### config.mk
export PLATFORM = sky130hd
export DESIGN_NAME = spi_enable_reset_pin_control
export DESIGN_NICKNAME = d
export VERILOG_FILES = /design/src/rtl/spi_pkg.sv /design/src/rtl/pin_sync.sv /design/src/rtl/spi_enable_reset_pin_control.sv
export VERILOG_INCLUDE_DIRS = /design/src /design/src/rtl
export SDC_FILE = /design/constraint.sdc
export NUM_CORES = 1
export LEC_CHECK = 0
export ABC_AREA = 1
export BUFFER_PORTS_ARGS = -buffer_cell sky130_fd_sc_hd__buf_2
export CORE_ASPECT_RATIO = 1.4
export CORE_UTILIZATION = 25
export DETAILED_ROUTE_END_ITERATION = 10
export PLACE_DENSITY = 0.51
export SYNTH_ARGS = -nofsm -noshare
export SYNTH_HDL_FRONTEND = slang
export SYNTH_HIERARCHICAL = 1
export SYNTH_SLANG_ARGS = --single-unit
### constraint.sdc
create_clock -name REF_CLK -period 2.2 [get_ports REF_CLK]
set_input_delay 0.44 -clock REF_CLK [delete_from_list [all_inputs] [get_ports REF_CLK]]
set_output_delay 0.44 -clock REF_CLK [all_outputs]
set_load 0.05 [all_outputs]
### src/rtl/spi_cfg.svh
// Register map, field positions, reset values and counts of the serial port
`ifndef SPI_CFG_SVH
`define SPI_CFG_SVH
// Register byte offsets
`define OFS_CTRL 8'h00
`define OFS_STAT 8'h04
`define OFS_DATA 8'h08
`define OFS_PINS 8'h0C
// control_register_a fields
`define CA_RXIE 7
`define CA_MSTR 5
`define CA_CPOL 4
`define CA_CLOCK_PHASE 3
`define CA_WOM 2
`define CA_SPE 1
`define CA_TXIE 0
`define CA_RESET 8'h28
`define CA_MASK 8'hBF
// status_control_register fields
`define SC_RXF 7
`define SC_ERROR_IRQ_ENABLE 6
`define SC_OVR 5
`define SC_MODE_FAULT_FLAG 4
`define SC_TXE 3
`define SC_MODE_FAULT_ENABLE 2
`define SC_RATE_HI 1
`define SC_RATE_LO 0
// Pin indices of the shared port
`define PIN_MISO 0
`define PIN_MOSI 1
`define PIN_SCK 2
`define PIN_SS 3
`define NPINS 4
// Synchroniser reset level (pins idle high)
`define SYNC_RESET 4'hF
// Half serial clock period in bus clocks, minus one
`define HALF_BD0 7'h01
`define HALF_BD1 7'h07
`define HALF_BD2 7'h1F
`define HALF_BD3 7'h7F
// Last of the sixteen serial clock edges of a byte
`define EDGES_LAST 4'hF
`endif

### src/rtl/spi_pkg.sv
// Types shared by the serial port modules
package spi_pkg;
`include "spi_cfg.svh"

    // Transfer engine states, Gray coded along the path
    typedef enum logic [1:0] {
        ST_IDLE  = 2'b00,
        ST_SHIFT = 2'b01,
        ST_DONE  = 2'b11
    } eng_state_t;

    // Input synchroniser state
    typedef struct packed {
        logic [`NPINS-1:0] s1;
        logic [`NPINS-1:0] s2;
        logic [`NPINS-1:0] s3;
        logic [`NPINS-1:0] stable;
    } sync_t;

    // Whole state of the serial port core
    typedef struct packed {
        logic [7:0]  ctrl;
        logic        error_irq_enable;
        logic        mode_fault_enable;
        logic [1:0]  rate;
        logic        rxf;
        logic        ovr;
        logic        mode_fault_flag;
        logic        txe;
        logic        rxf_arm;
        logic        ovr_arm;
        logic        mode_fault_flag_arm;
        logic [7:0]  txd;
        logic [7:0]  rxd;
        logic [7:0]  sh;
        logic        cap;
        logic        dout;
        logic [3:0]  edges;
        eng_state_t  st;
        logic [6:0]  div;
        logic        sck;
        logic        ss_prev;
        logic        sck_prev;
        logic [31:0] prdata;
    } core_t;

endpackage : spi_pkg

### src/rtl/pin_sync.sv
// Three-stage pin synchroniser that accepts a level once stages agree
`timescale 1ns/1ns
module pin_sync
    import spi_pkg::*;
(
    // Clock and reset
    input  wire logic              clk,
    input  wire logic              rst,
    // Pin levels in and filtered levels out
    input  wire logic [`NPINS-1:0] d,
    output logic      [`NPINS-1:0] q
);

    sync_t sync_reg;
    sync_t sync_next;

    // Shift chain; stable follows only when stages two and three agree
    always_comb
    begin
        sync_next        = sync_reg;
        sync_next.s1     = d;
        sync_next.s2     = sync_reg.s1;
        sync_next.s3     = sync_reg.s2;
        sync_next.stable = (~(sync_reg.s2 ^ sync_reg.s3) & sync_reg.s3)
                         | ((sync_reg.s2 ^ sync_reg.s3) & sync_reg.stable);
    end

    // State register
    always_ff @(posedge clk)
    begin
        if (rst)
            sync_reg <= '{default: `SYNC_RESET};
        else
            sync_reg <= sync_next;
    end

    assign q = sync_reg.stable;

endmodule : pin_sync

### src/rtl/spi_enable_reset_pin_control.sv
// Serial port core: registers, transfer engine, resets and pin ownership
`timescale 1ns/1ns
module spi_enable_reset_pin_control
    import spi_pkg::*;
(
    // Clock and reset
    input  wire logic              REF_CLK,
    input  wire logic              RST,
    // APB slave
    input  wire logic              PSEL,
    input  wire logic              PENABLE,
    input  wire logic              PWRITE,
    input  wire logic [7:0]        PADDR,
    input  wire logic [31:0]       PWDATA,
    output logic      [31:0]       PRDATA,
    output logic                   PREADY,
    output logic                   PSLVERR,
    // System state
    input  wire logic              WAIT_MODE,
    input  wire logic              STOP_MODE,
    input  wire logic              BREAK_ACTIVE,
    input  wire logic              BREAK_CLEAR_EN,
    // Shared port direction and data
    input  wire logic [`NPINS-1:0] PORT_DDR,
    input  wire logic [`NPINS-1:0] PORT_DOUT,
    output logic      [`NPINS-1:0] PORT_DIN,
    // Pins
    input  wire logic [`NPINS-1:0] PIN_I,
    output logic      [`NPINS-1:0] PIN_O,
    output logic      [`NPINS-1:0] PIN_OE,
    // Requests
    output logic                   TX_IRQ,
    output logic                   RX_ERR_IRQ,
    output logic                   WAKE
);

    // Constant reset image of the core
    localparam core_t CORE_RST = '{
        ctrl:    `CA_RESET,
        txe:     1'b1,
        ss_prev: 1'b1,
        sck_prev: 1'b1,
        st:      ST_IDLE,
        default: '0
    };

    core_t             core_reg;
    core_t             core_next;
    logic [`NPINS-1:0] pin_s;
    logic [`NPINS-1:0] spi_o;
    logic [`NPINS-1:0] spi_oe;
    logic [`NPINS-1:0] own;
    logic              serial_port_enable;
    logic              mstr;
    logic              cpol;
    logic              clock_phase;
    logic              wom;
    logic              ss_low;
    logic              ss_rise;
    logic              ss_fall;
    logic              sck_in;
    logic              sck_edge;
    logic              in_bit;
    logic              protect;
    logic              access;
    logic              wr;
    logic              rd;
    logic              div_hit;
    logic              edge_now;
    logic              lead;
    logic              start_m;
    logic              start_s;
    logic              fault_m;
    logic              fault_s;
    logic [7:0]        stat_byte;

    // Address compare, used by every register decode
    function automatic logic hit(input logic [7:0] a,
                                 input logic [7:0] o);
        return a == o;
    endfunction : hit

    // Half serial clock period for a rate select
    function automatic logic [6:0] half_of(input logic [1:0] r);
        logic [6:0] h;
        h = `HALF_BD0;
        unique case (r)
            2'b00: h = `HALF_BD0;
            2'b01: h = `HALF_BD1;
            2'b10: h = `HALF_BD2;
            2'b11: h = `HALF_BD3;
        endcase
        return h;
    endfunction : half_of

    // Pin inputs into the bus clock domain
    pin_sync u_sync (
        .clk (REF_CLK),
        .rst (RST),
        .d   (PIN_I),
        .q   (pin_s)
    );

    // Control fields
    assign serial_port_enable  = core_reg.ctrl[`CA_SPE];
    assign mstr = core_reg.ctrl[`CA_MSTR];
    assign cpol = core_reg.ctrl[`CA_CPOL];
    assign clock_phase = core_reg.ctrl[`CA_CLOCK_PHASE];
    assign wom  = core_reg.ctrl[`CA_WOM];

    // Pin events seen through the synchroniser
    assign ss_low   = ~pin_s[`PIN_SS];
    assign ss_rise  = pin_s[`PIN_SS] & ~core_reg.ss_prev;
    assign ss_fall  = ~pin_s[`PIN_SS] & core_reg.ss_prev;
    assign sck_in   = pin_s[`PIN_SCK];
    assign sck_edge = sck_in ^ core_reg.sck_prev;
    assign in_bit   = mstr ? pin_s[`PIN_MISO] : pin_s[`PIN_MOSI];

    // Bus qualifiers; accesses in wait mode are refused
    assign protect = BREAK_ACTIVE & ~BREAK_CLEAR_EN;
    assign access  = PSEL & PENABLE & ~WAIT_MODE;
    assign wr      = access & PWRITE;
    assign rd      = access & ~PWRITE;

    // Serial clock edge timing for master and slave
    assign div_hit  = core_reg.div == half_of(core_reg.rate);
    assign edge_now = (core_reg.st == ST_SHIFT)
                    & (mstr ? div_hit : (ss_low & sck_edge));
    assign lead     = mstr ? ~core_reg.edges[0] : (sck_in != cpol);

    // Transfer start: master on queued data, slave on select or clock
    assign start_m = serial_port_enable & mstr & (core_reg.st == ST_IDLE)
                   & ~core_reg.txe;
    assign start_s = serial_port_enable & ~mstr & ss_low
                   & (clock_phase ? ((core_reg.st == ST_IDLE) & sck_edge
                              & (sck_in != cpol))
                           : ss_fall);

    // Mode faults
    assign fault_m = serial_port_enable & mstr & core_reg.mode_fault_enable & ss_low;
    assign fault_s = serial_port_enable & ~mstr & core_reg.mode_fault_enable & ss_rise
                   & (core_reg.st == ST_SHIFT);

    // Status byte as read by software
    assign stat_byte = {core_reg.rxf, core_reg.error_irq_enable, core_reg.ovr,
                        core_reg.mode_fault_flag, core_reg.txe, core_reg.mode_fault_enable,
                        core_reg.rate};

    // Next state of the core
    always_comb
    begin
        core_next = core_reg;

        // Read data captured in the setup phase
        if (PSEL & ~PENABLE)
        begin
            if (hit(PADDR, `OFS_CTRL))
                core_next.prdata = {24'h0, core_reg.ctrl};
            else if (hit(PADDR, `OFS_STAT))
                core_next.prdata = {24'h0, stat_byte};
            else if (hit(PADDR, `OFS_DATA))
                core_next.prdata = {24'h0, core_reg.rxd};
            else if (hit(PADDR, `OFS_PINS))
                core_next.prdata = {28'h0, pin_s};
            else
                core_next.prdata = 32'h0;
        end

        // First clearing step: status read arms flags that were seen set
        if (rd & hit(PADDR, `OFS_STAT) & ~protect)
        begin
            core_next.rxf_arm  = core_reg.prdata[`SC_RXF];
            core_next.ovr_arm  = core_reg.prdata[`SC_OVR];
            core_next.mode_fault_flag_arm = core_reg.prdata[`SC_MODE_FAULT_FLAG];
        end

        // Second step for receive full and overrun: data read
        if (rd & hit(PADDR, `OFS_DATA) & ~protect)
        begin
            if (core_reg.rxf_arm)
                core_next.rxf = 1'b0;
            if (core_reg.ovr_arm)
                core_next.ovr = 1'b0;
            core_next.rxf_arm = 1'b0;
            core_next.ovr_arm = 1'b0;
        end

        // Control write; also second step of mode fault clearing
        if (wr & hit(PADDR, `OFS_CTRL))
        begin
            core_next.ctrl = PWDATA[7:0] & `CA_MASK;
            if (~protect)
            begin
                if (core_reg.mode_fault_flag_arm & ~fault_m & ~fault_s)
                    core_next.mode_fault_flag = 1'b0;
                core_next.mode_fault_flag_arm = 1'b0;
            end
        end

        // Status control bits
        if (wr & hit(PADDR, `OFS_STAT))
        begin
            core_next.error_irq_enable  = PWDATA[`SC_ERROR_IRQ_ENABLE];
            core_next.mode_fault_enable = PWDATA[`SC_MODE_FAULT_ENABLE];
            core_next.rate   = PWDATA[`SC_RATE_HI:`SC_RATE_LO];
        end

        // Data write queues a byte unless flags are protected
        if (wr & hit(PADDR, `OFS_DATA) & ~protect)
        begin
            core_next.txd = PWDATA[7:0];
            core_next.txe = 1'b0;
        end

        // Transfer engine, frozen in stop mode
        if (~STOP_MODE)
        begin
            core_next.ss_prev  = pin_s[`PIN_SS];
            core_next.sck_prev = sck_in;

            // Load shift register from the queued byte
            if (start_m | start_s)
            begin
                if (~core_reg.txe)
                begin
                    core_next.sh  = core_reg.txd;
                    core_next.txe = 1'b1;
                end
                core_next.dout  = core_next.sh[7];
                core_next.edges = 4'h0;
                core_next.div   = 7'h00;
                core_next.sck   = cpol;
                core_next.st    = ST_SHIFT;
            end

            // One serial clock edge; sixteen edges make a byte
            if (edge_now | (start_s & clock_phase))
            begin
                if (mstr)
                begin
                    core_next.sck = ~core_reg.sck;
                    core_next.div = 7'h00;
                end
                if (~clock_phase & lead)
                    core_next.cap = in_bit;
                else if (~clock_phase)
                begin
                    core_next.sh   = {core_next.sh[6:0], core_reg.cap};
                    core_next.dout = core_next.sh[7];
                end
                else if (lead)
                    core_next.dout = core_next.sh[7];
                else
                    core_next.sh = {core_next.sh[6:0], in_bit};
                if (core_next.edges == `EDGES_LAST)
                    core_next.st = ST_DONE;
                core_next.edges = core_next.edges + 4'h1;
            end
            else if ((core_reg.st == ST_SHIFT) & mstr)
                core_next.div = core_reg.div + 7'h01;

            // Byte complete: receive register or overrun
            if (core_reg.st == ST_DONE)
            begin
                core_next.st = ST_IDLE;
                if (core_reg.rxf)
                    core_next.ovr = 1'b1;
                else
                begin
                    core_next.rxd = core_reg.sh;
                    core_next.rxf = 1'b1;
                end
            end
        end

        // Mode faults set the flag; a master fault disables the port
        if (fault_m)
        begin
            core_next.mode_fault_flag          = 1'b1;
            core_next.ctrl[`CA_SPE] = 1'b0;
        end
        if (fault_s)
            core_next.mode_fault_flag = 1'b1;

        // Partial reset while disabled; control bits and flags other than txe kept, txe set
        if (~serial_port_enable | fault_m)
        begin
            core_next.txe   = 1'b1;
            core_next.st    = ST_IDLE;
            core_next.sh    = 8'h00;
            core_next.edges = 4'h0;
            core_next.div   = 7'h00;
            core_next.sck   = cpol;
            core_next.dout  = 1'b0;
        end
    end

    // State register; system reset loads the constant reset image CORE_RST
    always_ff @(posedge REF_CLK)
    begin
        if (RST)
            core_reg <= CORE_RST;
        else
            core_reg <= core_next;
    end

    // APB answer: zero wait states, error on unmapped or blocked access
    assign PRDATA  = core_reg.prdata;
    assign PREADY  = 1'b1;
    assign PSLVERR = PSEL & PENABLE
                   & (WAIT_MODE | ~(hit(PADDR, `OFS_CTRL)
                      | hit(PADDR, `OFS_STAT) | hit(PADDR, `OFS_DATA)
                      | hit(PADDR, `OFS_PINS)));

    // Requests and wake
    assign TX_IRQ     = core_reg.txe & core_reg.ctrl[`CA_TXIE] & serial_port_enable;
    assign RX_ERR_IRQ = (core_reg.rxf & core_reg.ctrl[`CA_RXIE])
                      | ((core_reg.ovr | core_reg.mode_fault_flag) & core_reg.error_irq_enable);
    assign WAKE       = WAIT_MODE & (TX_IRQ | RX_ERR_IRQ);

    // Pin ownership while the port is enabled; the select pin only as slave or with mode_fault_enable set
    assign own[`PIN_MISO] = serial_port_enable;
    assign own[`PIN_MOSI] = serial_port_enable;
    assign own[`PIN_SCK]  = serial_port_enable;
    assign own[`PIN_SS]   = serial_port_enable & (~mstr | core_reg.mode_fault_enable);

    // Port drive: open drain pulls low only in wired-or mode
    assign spi_o[`PIN_MISO]  = core_reg.dout & ~wom;
    assign spi_oe[`PIN_MISO] = serial_port_enable & ~mstr & ss_low
                             & (~wom | ~core_reg.dout);
    assign spi_o[`PIN_MOSI]  = core_reg.dout & ~wom;
    assign spi_oe[`PIN_MOSI] = serial_port_enable & mstr
                             & (~wom | ~core_reg.dout);
    assign spi_o[`PIN_SCK]   = core_reg.sck & ~wom;
    assign spi_oe[`PIN_SCK]  = serial_port_enable & mstr
                             & (~wom | ~core_reg.sck);
    assign spi_o[`PIN_SS]    = 1'b0;
    assign spi_oe[`PIN_SS]   = 1'b0;

    // Per-pin mux between port and shared I/O port
    genvar i;
    generate
        for (i = 0; i < `NPINS; i = i + 1)
        begin : g_pin
            assign PIN_O[i]  = own[i] ? spi_o[i] : PORT_DOUT[i];
            assign PIN_OE[i] = own[i] ? spi_oe[i] : PORT_DDR[i];
        end
    endgenerate

    // Pin levels always readable by the port data register
    assign PORT_DIN = pin_s;

endmodule : spi_enable_reset_pin_control

==> metrics.md <==
| Metric | Value |
|---|---|
| Run status | complete, no violations |
| Unrepaired setup endpoints after global routing | false |
| H-tree Lvls | 3 |
| Routed wire length | 12.7 mm |
| WP data required | 1760 ps |
| R2r setup slk | 260 ps |
| Hold path start | PIN_I[3] |
| Synth Warn # | 6 |
| Top post-synthesis cells by area | dfxtp_1 36%, nand2_1 11%, inv_1 8.1% |
| Share of cells above drive strength 1 | between 10% and 20% |
| Clock Pin Slew Worst Setup and Hold Paths | about 60 ps |
| Starting Density | between 20% and 30% |
| Die extent in x | 117 um |
| Synth Instances | 692 |
| WL/cell | 12.8 um |
| Global-route wire length before repair | 20.2 mm |
| Vias in the first global route | between 3,000 and 4,000 |
| DP HPWL | a little under 10 mm |
| R2r endpoint | core_reg[36] |
| PortBufs | 60 |
| Worst setup EP type | output port |
| Register area share after synthesis | 36.2% |
| Reg area | 1680 um2 |
| Top_reg_cell synth | dfxtp_1 |
| # Post-CTS Setup Buffers | 0 |
| Setup-failing EPs final | 0 |
| Crit path largest cell delay | around 380 ps |
| Met3 WL post-DR | 512 um |
| CORE AREA | 18,100 um2 |
| P per Cell Area | 663 nW/um2 |
| Die area | 19,100 um2 |
| Slowest cell on the critical path | dfxtp_1 |
| Hold path cells | 2 |
| CTS tree | yes |
| TritonCTS Buffers | 9 |
| Syn_area_per_cell | roughly 6.7 um2 |
| Placer Congestion | around 0.84 |
| All-layer global routing usage | 14.1% |
| Reg2reg start | core_reg[90] |
| Max FO, Critical Path | 12 |
| Top sig layer | met4 |
| Period utilization | 92.0% |
| Largest register FFs | 59 |
| Clock Path Buffers | 2 |
| Worst R2R Path Depth | 12 |
| Vias/cell | 4.34 |
| Final instance area | 5470 um2 |
| DR iter-0 viols | about 240 |
| Critical Path Source | core_reg[86] |
| Mapped Area | between 4000 and 5000 um2 |
| CP Data Arrival Time | roughly 1600 ps |
| Async set-reset flop share out of synthesis | 0% |
| Cell Chain, Critical Path | inv_2, buf_4, nor3_2, o21ai_0, inv_1, clkbuf_4 |
| Initial antenna violation count | 1 |
| Via Count | about 4,300 |
| Boundary Pins | 110 |
| Total power | 3.63 mW |
| Max-cap viol count | 0 |
| Post-Route Skew | between 7 and 8 ps |
| Rows | 58 |
| Area Overhead vs Synth | 17.8% |
| # DRC | 0 |
| Drt pass-1 iters | 4 |
| Met2 Wirelength | 6.34 mm |
| Fmax | 0.494 GHz |
| Dpl cells | 978 |
| Pleak | 2.46 nW |
| Yosys reg bits | 84 |
| Clock Sinks | 84 |
| NumNets Final | approximately 810 |
| Finished Layout Cells | between 900 and 1,000 |
| Max VDD drop | 0.275 mV |
| Pins over their slew limit | 0 |
| Sum of negative setup slack | 0 ps |
| CP startpoint kind | register |
| Pin count of the biggest net entering global routing | 19 |
| Most instantiated library cell after synthesis | nand2_1 |
| Post-route worst setup slack | 176 ps |
| Met1 Routed Length | 5.61 mm |
| Overflow after GRT | 0 |
| Fin. Hold Viols | 0 |
| Hold Path Class | input port to register |
| Clk Latency, worst-skew pair | 350 ps |
| Final min period | 2020 ps |
| Top-area cell type share of the netlist area | 36.2% |
| Overall die height | 163 um |
| Netlist cell types | 40 |
| Cell Area, Placed | 5110 um2 |
| Post-synth EDFFs | 0 |
| Dpl ws | about 210 ps |
| Multi-input logic area | 2250 um2 |
| Crit path to | WAKE |
| ANT nets after route | 0 |
| Fill cell count | ~2,000 |
| WS Path Type | register to output port |
| CTS Root Cell | clkbuf_16 |
| Synth cell count leaders | 132 x nand2_1, 100 x inv_1, 84 x dfxtp_1, 67 x o21ai_0, 66 x a21oi_1 |
| Dominant cell type by area after synthesis | dfxtp_1 |
[layer usage]
metal / up-vias / GRT usage [%]
met5: - / 0
met4: 0 / 6.56
met3: 12 / 2.71
met2: 101 / 25.1
met1: 1929 / 16.0
li1: 2272 / -
[critical path: cells and delay by family (launching register included)]
kind / cells / cell delay (ps)
buf+inv: 4 / 500
flops: 1 / 380
simple gates: 1 / 230
compound gates: 1 / 110
[how the worst min path moves through the flow]
stage | slack (ps) | end
4_1_cts | 250 | u_sync/sync_next[11]
5_1_grt | 260 | u_sync/sync_next[8]
3_3_place_gp | 390 | u_sync/sync_next[5]
2_1_floorplan | 380 | u_sync/sync_next[5]
3_5_place_dp | 390 | u_sync/sync_next[7]
6_report | 260 | u_sync/sync_next[11]
[layout make-up]
cell class | instances | share of cell area (%)
inverters | 110 | 7.59
well taps | 240 | 5.49
flip-flops and latches | 84 | 30.8
repair buffers | 83 | 8.69
multi-input cells | 461 | 41.1
clock buffers | 9 | 4.12
clock inverters | 7 | 2.24
diodes | 1 | 0.0457
[placed cells by master, fill, tap and decap left out, types with 2 or more instances in the layout]
cell / count
inv_2: 8
inv_6: 2
or2_1: 8
a21oi_1: 66
inv_1: 100
buf_2: 59
nand4_1: 5
nand2_1: 132
nand3_1: 42
xor2_1: 5
o21ai_0: 65
a31oi_1: 3
bufinv_16: 3
o21ai_1: 12
ha_1: 2
a211oi_1: 2
nor3_1: 10
nand2_2: 5
dfxtp_1: 83
conb_1: 25
buf_4: 23
clkinvlp_4: 2
nor2_1: 52
nand2_4: 3
o21ai_2: 5
clkbuf_16: 9
o211ai_1: 3
nor2_2: 3
a21oi_2: 2
[where the power goes]
group | leakage, nW | switching [mW] | internal (mW)
logic | 1.61 | 0.233 | 0.0671
registers | 0.679 | 0.00775 | 1.53
clock network | 0.163 | 0.666 | 1.12
[per-stage QoR]
stage | utilization, % | hold slack (ps)
3_5_place_dp | 28.3 | 395
3_3_place_gp | 28.3 | 386
2_1_floorplan | - | 383
5_1_grt | 30.3 | 264
4_1_cts | 30.2 | 249
6_report | 30.3 | 264
[cells by family (layout without fill, tap and decap cells)]
kind of cell	after synthesis	count (layout)	synth area share, %
and+or+nand+nor	266	266	25.5
buffers and inverters	170	209	17.7
AOI/OAI and AO/OA	163	163	18.9
DFF	84	84	36.2
xor gates and xnor gates	5	5	0.943
adders and majority gates	2	2	0.539
other	2	26	0.162
[repair_timing]
item | 4_1_cts | 5_1_grt
gates resized for setup | 0 | 3
hold buffers | 0 | 0
setup endpoints to repair | 0 | 3
No activity file was read; power rests on OpenSTA's default activity.
